**src/temp_fifo_params.svh**
```systemverilog
// offsets, field positions, reset values and counts for the sample fifo
`ifndef TEMP_FIFO_PARAMS_SVH
`define TEMP_FIFO_PARAMS_SVH

`define ADDR_STATUS        8'h00
`define ADDR_IRQ_ENABLE    8'h01
`define ADDR_PUSH_POINTER  8'h04
`define ADDR_POP_POINTER   8'h05
`define ADDR_LOST_COUNT    8'h06
`define ADDR_AVAIL_WORDS   8'h07
`define ADDR_READ_PORT     8'h08
`define ADDR_WATERMARK     8'h09
`define ADDR_POLICY        8'h0a
`define ADDR_PIN_SETUP     8'h20

`define BIT_STATUS_AFULL   7
`define BIT_STATUS_RDY     0
`define BIT_OVERWRITE      1
`define BIT_AFULL_ONESHOT  2
`define BIT_CLEAR_ON_POP   3
`define BIT_FLUSH          4

`define FIFO_DEPTH         6'h20
`define LOST_MAX           5'h1f
`define IRQ_FUNC_AFULL     2'h3
`define RESET_BYTE         8'h00

`endif

```
**src/temp_fifo_pkg.sv**
```systemverilog
// types shared by the sample fifo files
package temp_fifo_pkg;
  typedef logic [4:0]  ptr_t;
  typedef logic [15:0] sample_t;
  typedef enum logic {
    PH_HIGH = 1'b0,
    PH_LOW  = 1'b1
  } byte_phase_e;
endpackage

```
**src/fifo_sample_store.sv**
```systemverilog
// 32 x 16 sample storage with one write and one read port
`timescale 1ns/1ps
module fifo_sample_store (
  input  wire logic                  clk,
  input  wire logic                  wrEn,
  input  wire temp_fifo_pkg::ptr_t    wrAddr,
  input  wire temp_fifo_pkg::sample_t wrData,
  input  wire temp_fifo_pkg::ptr_t    rdAddr,
  output      temp_fifo_pkg::sample_t rdData
);
  temp_fifo_pkg::sample_t mem [0:31];

  always_ff @(posedge clk) begin
    if (wrEn) begin
      mem[wrAddr] <= wrData;
    end
  end

  assign rdData = mem[rdAddr];
endmodule

```
**src/almost_full_flag.sv**
```systemverilog
// sticky almost-full flag with level or fresh-entry setting
`timescale 1ns/1ps
module almost_full_flag (
  input  wire logic clk,
  input  wire logic rst,
  input  wire logic cond,
  input  wire logic pushed,
  input  wire logic oneShot,
  input  wire logic clear,
  output      logic flag
);
  logic condPrev_reg;
  logic condPrev_next;
  logic flag_reg;
  logic flag_next;
  logic setEvent;

  always_comb begin
    condPrev_next = cond;
    // fresh entry only, or every sample while held
    if (oneShot) begin
      setEvent = cond & ~condPrev_reg;
    end else begin
      setEvent = cond & pushed;
    end
    flag_next = flag_reg;
    if (clear) begin
      flag_next = 1'b0;
    end
    if (setEvent) begin
      flag_next = 1'b1;
    end
  end

  always_ff @(posedge clk or posedge rst) begin
    if (rst) begin
      condPrev_reg <= 1'b0;
      flag_reg     <= 1'b0;
    end else begin
      condPrev_reg <= condPrev_next;
      flag_reg     <= flag_next;
    end
  end

  assign flag = flag_reg;
endmodule

```
**src/temperature_sample_fifo.sv**
```systemverilog
// temperature sample fifo with its register window
`timescale 1ns/1ps
`include "temp_fifo_params.svh"

// Notes on behaviour
// - read-only six-bit count: up on push when not full, down on complete word read
// - read port is 8-bit read-only; two-byte burst advances pop pointer once
// - first byte carries bits 15..8, second byte bits 7..0
// - almost-full when stored words reach 32 minus the watermark
// - irq pin asserts on almost-full when enabled and pin function is 3
// - rollover on and full: new sample overwrites the oldest
// - rollover off and full: sample dropped, contents and pointer kept
// - level type: flag sets on every sample while condition holds
// - one-shot type: flag sets only on fresh entry into condition
// - clear-on-pop off: flags clear only on status read
// - clear-on-pop on: flags clear on data read or status read
// - flush zeroes pointers and counts, leaves stored contents, then self-clears
// - five-bit push pointer advances per written sample (not on a dropped one) and wraps to zero
// - five-bit pop pointer is host writable for rereads, wraps to zero
// - lost count rises per lost word, saturates, zeroes on a pop
// - address stays put while the read port is being read
module temperature_sample_fifo (
  input  wire logic                  clk,
  input  wire logic                  rst,
  input  wire logic                  pushValid,
  input  wire temp_fifo_pkg::sample_t pushData,
  input  wire logic                  linkClk,
  input  wire logic                  burstStart,
  input  wire logic [7:0]            regAddr,
  input  wire logic                  regRdEn,
  input  wire logic                  regWrEn,
  input  wire logic [7:0]            regWrData,
  output      logic [7:0]            regRdData,
  output      logic                  holdAddr,
  output      logic                  irqOutputPin
);
  ////////////////////////////////////////////////////////////////////////////
  // link clock sampling
  logic sclMeta_reg;
  logic sclSync_reg;
  logic sclPrev_reg;
  logic sclFall;

  always_ff @(posedge clk or posedge rst) begin
    if (rst) begin
      sclMeta_reg <= 1'b1;
      sclSync_reg <= 1'b1;
      sclPrev_reg <= 1'b1;
    end else begin
      sclMeta_reg <= linkClk;
      sclSync_reg <= sclMeta_reg;
      sclPrev_reg <= sclSync_reg;
    end
  end

  assign sclFall = sclPrev_reg & ~sclSync_reg;

  ////////////////////////////////////////////////////////////////////////////
  // request decode
  logic rdTake;
  logic dataRd;
  logic statusRd;
  logic popTake;
  logic ptrWr;
  logic flushReq;
  temp_fifo_pkg::byte_phase_e phase_reg;
  temp_fifo_pkg::byte_phase_e phase_next;

  // a read is taken on the link's falling edge so its byte is ready to shift
  assign rdTake   = regRdEn & sclFall;
  assign dataRd   = rdTake & (regAddr == `ADDR_READ_PORT);
  assign statusRd = rdTake & (regAddr == `ADDR_STATUS);
  assign popTake  = dataRd & (phase_reg == temp_fifo_pkg::PH_LOW);
  assign ptrWr    = regWrEn & (regAddr == `ADDR_POP_POINTER);
  assign flushReq = regWrEn & (regAddr == `ADDR_POLICY)
                    & regWrData[`BIT_FLUSH];

  ////////////////////////////////////////////////////////////////////////////
  // configuration registers
  logic [4:0] watermark_reg;
  logic [4:0] watermark_next;
  logic [2:0] policy_reg;
  logic [2:0] policy_next;
  logic [1:0] irqEnable_reg;
  logic [1:0] irqEnable_next;
  logic [1:0] pinFunc_reg;
  logic [1:0] pinFunc_next;
  logic       overwriteWhenFull;
  logic       aFullOneShot;
  logic       clearFlagsOnPop;

  always_comb begin
    watermark_next = watermark_reg;
    policy_next    = policy_reg;
    irqEnable_next = irqEnable_reg;
    pinFunc_next   = pinFunc_reg;
    if (regWrEn) begin
      unique case (regAddr)
        `ADDR_WATERMARK: begin
          watermark_next = regWrData[4:0];
        end
        `ADDR_POLICY: begin
          // flush bit is not stored, so it reads back as zero
          policy_next = regWrData[3:1];
        end
        `ADDR_IRQ_ENABLE: begin
          irqEnable_next = {regWrData[7], regWrData[0]};
        end
        `ADDR_PIN_SETUP: begin
          pinFunc_next = regWrData[1:0];
        end
        default: begin
        end
      endcase
    end
  end

  always_ff @(posedge clk or posedge rst) begin
    if (rst) begin
      watermark_reg <= 5'h00;
      policy_reg    <= 3'h0;
      irqEnable_reg <= 2'h0;
      pinFunc_reg   <= 2'h0;
    end else begin
      watermark_reg <= watermark_next;
      policy_reg    <= policy_next;
      irqEnable_reg <= irqEnable_next;
      pinFunc_reg   <= pinFunc_next;
    end
  end

  assign overwriteWhenFull = policy_reg[0];
  assign aFullOneShot      = policy_reg[1];
  assign clearFlagsOnPop   = policy_reg[2];

  ////////////////////////////////////////////////////////////////////////////
  // pointers and counters
  temp_fifo_pkg::ptr_t pushPointer_reg;
  temp_fifo_pkg::ptr_t pushPointer_next;
  temp_fifo_pkg::ptr_t popPointer_reg;
  temp_fifo_pkg::ptr_t popPointer_next;
  logic [5:0]          avail_reg;
  logic [5:0]          avail_next;
  logic [4:0]          lostWordCount_reg;
  logic [4:0]          lostWordCount_next;
  logic                memWr;
  logic                fullAfterPop;

  always_comb begin
    pushPointer_next   = pushPointer_reg;
    popPointer_next    = popPointer_reg;
    avail_next         = avail_reg;
    lostWordCount_next = lostWordCount_reg;
    memWr              = 1'b0;
    fullAfterPop       = 1'b0;
    if (flushReq) begin
      pushPointer_next   = 5'h00;
      popPointer_next    = 5'h00;
      avail_next         = 6'h00;
      lostWordCount_next = 5'h00;
    end else begin
      if (popTake) begin
        popPointer_next    = popPointer_reg + 5'h01;
        lostWordCount_next = 5'h00;
        if (avail_reg != 6'h00) begin
          avail_next = avail_reg - 6'h01;
        end
      end
      fullAfterPop = (avail_next == `FIFO_DEPTH);
      if (pushValid) begin
        if (!fullAfterPop) begin
          memWr            = 1'b1;
          pushPointer_next = pushPointer_reg + 5'h01;
          avail_next       = avail_next + 6'h01;
        end else if (overwriteWhenFull) begin
          memWr            = 1'b1;
          pushPointer_next = pushPointer_reg + 5'h01;
          popPointer_next  = popPointer_next + 5'h01;
        end
        if (fullAfterPop && lostWordCount_next != `LOST_MAX) begin
          lostWordCount_next = lostWordCount_next + 5'h01;
        end
      end
      if (ptrWr) begin
        popPointer_next = regWrData[4:0];
        avail_next      = {1'b0, pushPointer_next - regWrData[4:0]};
      end
    end
  end

  always_ff @(posedge clk or posedge rst) begin
    if (rst) begin
      pushPointer_reg   <= 5'h00;
      popPointer_reg    <= 5'h00;
      avail_reg         <= 6'h00;
      lostWordCount_reg <= 5'h00;
    end else begin
      pushPointer_reg   <= pushPointer_next;
      popPointer_reg    <= popPointer_next;
      avail_reg         <= avail_next;
      lostWordCount_reg <= lostWordCount_next;
    end
  end

  temp_fifo_pkg::sample_t headWord;

  fifo_sample_store store (
    .clk    (clk),
    .wrEn   (memWr),
    .wrAddr (pushPointer_reg),
    .wrData (pushData),
    .rdAddr (popPointer_reg),
    .rdData (headWord)
  );

  ////////////////////////////////////////////////////////////////////////////
  // status flags
  logic pushSeen_reg;
  logic pushSeen_next;
  logic sampleReady_reg;
  logic sampleReady_next;
  logic flagClear;
  logic aFullCond;
  logic aFullFlag;

  // status read always clears; data read clears only when chosen
  assign flagClear = statusRd | (dataRd & clearFlagsOnPop);
  assign aFullCond = avail_reg >= (`FIFO_DEPTH - {1'b0, watermark_reg});

  always_comb begin
    pushSeen_next    = pushValid;
    sampleReady_next = sampleReady_reg;
    if (flagClear) begin
      sampleReady_next = 1'b0;
    end
    if (pushValid) begin
      sampleReady_next = 1'b1;
    end
  end

  always_ff @(posedge clk or posedge rst) begin
    if (rst) begin
      pushSeen_reg    <= 1'b0;
      sampleReady_reg <= 1'b0;
    end else begin
      pushSeen_reg    <= pushSeen_next;
      sampleReady_reg <= sampleReady_next;
    end
  end

  almost_full_flag afull (
    .clk     (clk),
    .rst     (rst),
    .cond    (aFullCond),
    .pushed  (pushSeen_reg),
    .oneShot (aFullOneShot),
    .clear   (flagClear),
    .flag    (aFullFlag)
  );

  ////////////////////////////////////////////////////////////////////////////
  // read data, byte phase and outputs
  logic [7:0] rdMux;
  logic [7:0] regRdData_reg;
  logic [7:0] regRdData_next;
  logic       holdAddr_reg;
  logic       holdAddr_next;
  logic       irq_reg;
  logic       irq_next;

  always_comb begin
    unique case (regAddr)
      `ADDR_STATUS:       rdMux = {aFullFlag, 6'h00, sampleReady_reg};
      `ADDR_IRQ_ENABLE:   rdMux = {irqEnable_reg[1], 6'h00, irqEnable_reg[0]};
      `ADDR_PUSH_POINTER: rdMux = {3'h0, pushPointer_reg};
      `ADDR_POP_POINTER:  rdMux = {3'h0, popPointer_reg};
      `ADDR_LOST_COUNT:   rdMux = {3'h0, lostWordCount_reg};
      `ADDR_AVAIL_WORDS:  rdMux = {2'h0, avail_reg};
      `ADDR_READ_PORT: begin
        if (phase_reg == temp_fifo_pkg::PH_HIGH) begin
          rdMux = headWord[15:8];
        end else begin
          rdMux = headWord[7:0];
        end
      end
      `ADDR_WATERMARK:    rdMux = {3'h0, watermark_reg};
      `ADDR_POLICY:       rdMux = {3'h0, 1'b0, policy_reg, 1'b0};
      `ADDR_PIN_SETUP:    rdMux = {6'h00, pinFunc_reg};
      default:            rdMux = `RESET_BYTE;
    endcase
  end

  always_comb begin
    phase_next     = phase_reg;
    regRdData_next = regRdData_reg;
    if (rdTake) begin
      regRdData_next = rdMux;
    end
    if (burstStart || flushReq || ptrWr) begin
      phase_next = temp_fifo_pkg::PH_HIGH;
    end else if (dataRd) begin
      if (phase_reg == temp_fifo_pkg::PH_HIGH) begin
        phase_next = temp_fifo_pkg::PH_LOW;
      end else begin
        phase_next = temp_fifo_pkg::PH_HIGH;
      end
    end
    holdAddr_next = (regAddr == `ADDR_READ_PORT);
    irq_next      = aFullFlag & irqEnable_reg[1]
                    & (pinFunc_reg == `IRQ_FUNC_AFULL);
  end

  always_ff @(posedge clk or posedge rst) begin
    if (rst) begin
      phase_reg     <= temp_fifo_pkg::PH_HIGH;
      regRdData_reg <= `RESET_BYTE;
      holdAddr_reg  <= 1'b0;
      irq_reg       <= 1'b0;
    end else begin
      phase_reg     <= phase_next;
      regRdData_reg <= regRdData_next;
      holdAddr_reg  <= holdAddr_next;
      irq_reg       <= irq_next;
    end
  end

  assign regRdData    = regRdData_reg;
  assign holdAddr     = holdAddr_reg;
  assign irqOutputPin = irq_reg;

  logic quiet;
  assign quiet = ~flushReq & ~ptrWr;
endmodule

```
**config.mk**
```make
export PLATFORM = sky130hd
export DESIGN_NAME = temperature_sample_fifo
export DESIGN_NICKNAME = d
export VERILOG_FILES = /design/src/temp_fifo_pkg.sv /design/src/fifo_sample_store.sv /design/src/almost_full_flag.sv /design/src/temperature_sample_fifo.sv
export VERILOG_INCLUDE_DIRS = /design/src /design/src/src
export SDC_FILE = /design/constraint.sdc
export NUM_CORES = 1
export LEC_CHECK = 0
export ABC_CLOCK_PERIOD_IN_PS = 4100
export BUFFER_PORTS_ARGS = -buffer_cell sky130_fd_sc_hd__buf_2
export CELL_PAD_IN_SITES_DETAIL_PLACEMENT = 1
export CELL_PAD_IN_SITES_GLOBAL_PLACEMENT = 1
export CORE_MARGIN = 1
export CORE_UTILIZATION = 45
export DETAILED_ROUTE_END_ITERATION = 6
export GPL_ROUTABILITY_DRIVEN = 0
export PLACE_DENSITY = 0.66
export SYNTH_ARGS = -nofsm -noshare
export SYNTH_HDL_FRONTEND = slang
export SYNTH_SLANG_ARGS = --single-unit
export TNS_END_PERCENT = 5
```
**constraint.sdc**
```tcl
create_clock -name clk -period 4.1 [get_ports clk]
set_input_delay 0.205 -clock clk [delete_from_list [all_inputs] [get_ports clk]]
set_output_delay 0.205 -clock clk [all_outputs]
set_load 0.02 [all_outputs]
```
==> summary.md <==
| Metric | Value |
|---|---|
| Root Buffer | clkbuf_16 |
| # DRC | 0 |
| Maximum root-to-sink buffer count | 3 |
| R2R Setup Slk | 0.29 ns |
| Max-slew headroom | 0.3449 |
| Number of antenna-violating nets in the routed design | 0 |
| Crit-path max cell delay | 0.53 ns |
| Vias in the first global route | 12,350 |
| Total GRT Usage | 0.2264 |
| Gr ovfl total | 0 |
| Slew Viols, Final | 0 |
| Num Clock Sinks | 563 |
| Largest net degree at the start of global routing | 60 |
| Clock slew at reported path FFs | 0.06 ns |
| First-pass GRT wire length | 85.19 mm |
| CTS tree | built |
| Final Hold Violating Endpoints | 0 |
| Crit end category | flop |
| Placed Cells | 1,871 |
| Max_cap viols | 0 |
| Static leakage | 8.639 nW |
| Tot Pwr | 14.25 mW |
| WL final | 57.55 mm |
| Synth area leader | edfxtp_1 |
| Vias per inst | 5.873 |
| Cell Pwr Density | 533.1 nW/um2 |
| Buffer count from post-CTS setup fixing | 0 |
| Starting Density | 0.4590 |
| Placement Setup Slack | 0.09332 ns |
| Die Y | 228.7 um |
| Complex-gate fraction of the synthesized area | 0.02386 |
| WP buf/inv | 1 |
| Worst-path maximum fanout | 9 |
| FF+latch count, synth | 563 |
| Syn avg cell area | 20.21 um2 |
| Max FFs per register | 512 |
| Drt first pass iters | 5 |
| Crit share post-route | 0.9299 |
| Prevailing post-synth register cell | edfxtp_1 |
| Final Critical Period | 3.813 ns |
| Crit path DAT | 4.30 ns |
| Critical path start-end classification | reg2reg |
| Layout cells sized above 1 | 0.3290 |
| Hold crit path type | in2reg |
| Num rows | 82 |
| Required @ worst endpoint | 4.59 ns |
| WL/cell | 28.91 um |
| Final setup viols | 0 |
| Distinct cells, synth | 65 |
| Clock Latency Late Sink | 0.63 ns |
| Synth Area in Adders | 0.01331 |
| Post-DP HPWL | 34.54 mm |
| Non-Filler Instances | 1,991 |
| Max stage delay cell, worst path | dfstp_2 |
| Total CTS buffers | 58 |
| Warnings from Yosys | 0 |
| Nets | 1,334 |
| Post-synthesis xor/xnor area fraction | 0.01093 |
| Combinational family with the most area after synthesis | multiplexers |
| First-iteration detailed-routing DRC count | 1,096 |
| Element type at the critical path start | flop |
| Area growth syn-to-layout | 15.60% |
| PortBufs | 46 |
| Post-synthesis simple-gate area fraction | 0.04297 |
| Core ar. | 50,380 um2 |
| Diode count | 0 |
| Post-synthesis mux area share | 0.1728 |
| Initial antenna violation count | 0 |
| H-tree depth | 2 |
| Die extent in x | 228.7 um |
| Status | completed |
| Fraction of registers with async set/reset | 0.09059 |
| Leading post-synthesis cells by cell area | edfxtp_1 (66%), mux4_2 (16%), dfrtp_1 (5.2%) |
| Ports | 49 |
| CP dominant cell by count | xnor2_1 |
| Slew of the pin with the lowest slew margin | 0.9827 ns |
| Cells along the critical path | and4b_2 -> nand4b_4 -> a21oi_4 -> nand2_1 -> o21ai_1 -> ha_1 -> o211ai_4 -> o31a_1 -> buf_4 -> nand2_1 -> xnor2_1 -> ha_1 -> a21o_1 -> a21oi_1 -> xor2_1 -> xnor2_1 -> xnor2_1 -> a21oi_1 |
| Post-synth net total | 1,207 |
| Peak VDD IR | 0.0003565 V |
| Count leader, synth | edfxtp_1 |
| Routed vias | 11,690 |
| Largest delay share family, worst path | compound AO/OA/AOI/OAI gates |
| Post-synthesis cell count | 1,144 |
| Skew final | 0.01859 ns |
| Register area share after synthesis | 0.7203 |
| Area of the mapped netlist | 23,120 um2 |
| Synth cell count leaders | edfxtp_1 (512), mux4_2 (161), nor2_1 (58), dfrtp_1 (48), nand2_1 (36) |
| Post-synth EDFFs | 512 |
| Yosys top cell area share | 0.6650 |
| Fmax | 262.3 MHz |
| Final Core Density | 0.5306 |
| Final WS setup | 0.2873 ns |
| Die area | 52,290 um2 |
power by group:
| group | switching [mW] | internal, mW |
|---|---|---|
| clock network | 2.24 | 3.13 |
| logic | 1.12 | 0.812 |
| registers | 0.286 | 6.66 |
| total | 3.64 | 10.6 |
metal layers:
| metal | track usage | routed length (um) | vias up |
|---|---|---|---|
| met1 | 0.3279 | 25640 | 6307 |
| li1 | - | - | 4962 |
| met4 | 0.05705 | 1183 | 0 |
| met3 | 0.03431 | 2951 | 79 |
| met5 | 0 | 0 | - |
| met2 | 0.3623 | 27770 | 346 |
path summary, 6_finish.rpt:
kind	start	endpoint	cells after the start
max in group asynchronous	rst	popPointer_reg[1]	4
min	regAddr[1]	holdAddr	4
min reg2reg	sclMeta_reg	sclSync_reg	0
max	sclPrev_reg	avail_reg[4]	18
max reg2reg	sclPrev_reg	avail_reg[4]	18
min in group asynchronous	rst	regRdData[1]	4
tightest hold or removal path, cell delays in order:
cell and delay (ns):
buf_2 0.13, nor4b_2 0.07, nand2_1 0.12, clkinv_1 0.10
layout by cell type, fill, tap and decap left out, drive strengths merged, types with 7 or more instances in the layout:
cell,instances
clkbuf,78
a22oi,12
nand4,8
inv,20
nor2,58
and2,7
dfrtp,48
nor3,11
mux4,161
edfxtp,512
xnor2,18
buf,114
ha,23
clkinv,17
dlygate4sd3,12
nand2,37
o21ai,15
mux2i,22
nand2b,7
bufinv,8
a21oi,21
xor2,10
nand3,10
mux2,11
nor2b,7
cells by family (layout without fill, tap and decap cells):
family | after synthesis | count (layout)
buf+inv | 78 | 253
flops | 563 | 563
compound gates | 81 | 81
fa+ha+maj | 24 | 24
xor+xnor | 28 | 28
simple gates | 176 | 176
mux | 194 | 194
what timing repair did:
item                       4_1_cts  5_1_grt
hold buffers                    12        0
hold endpoints to repair        65        0
setup endpoints to repair        0        1
gates resized for setup          0        7
cell type report:
type,instances,area (um2)
clock buffers,78,1526
repair buffers,126,1011
well taps,672,840.8
clock inverters,30,399.1
flip-flops and latches,563,16660
multi-input cells,503,6215
fillers,4446,23650
inverters,19,71.32
through the flow:
stage	instance area (um2)	hold WS (ns)	setup TNS, ns
global route	26730	0.08491	-0.004651
floorplan	23120	0.2095	0
finish	26730	0.06531	0
global placement	24650	0.3130	0
detailed placement	24650	0.3200	0
CTS	26690	0.02630	0
Power figures use the tool's default switching activity.
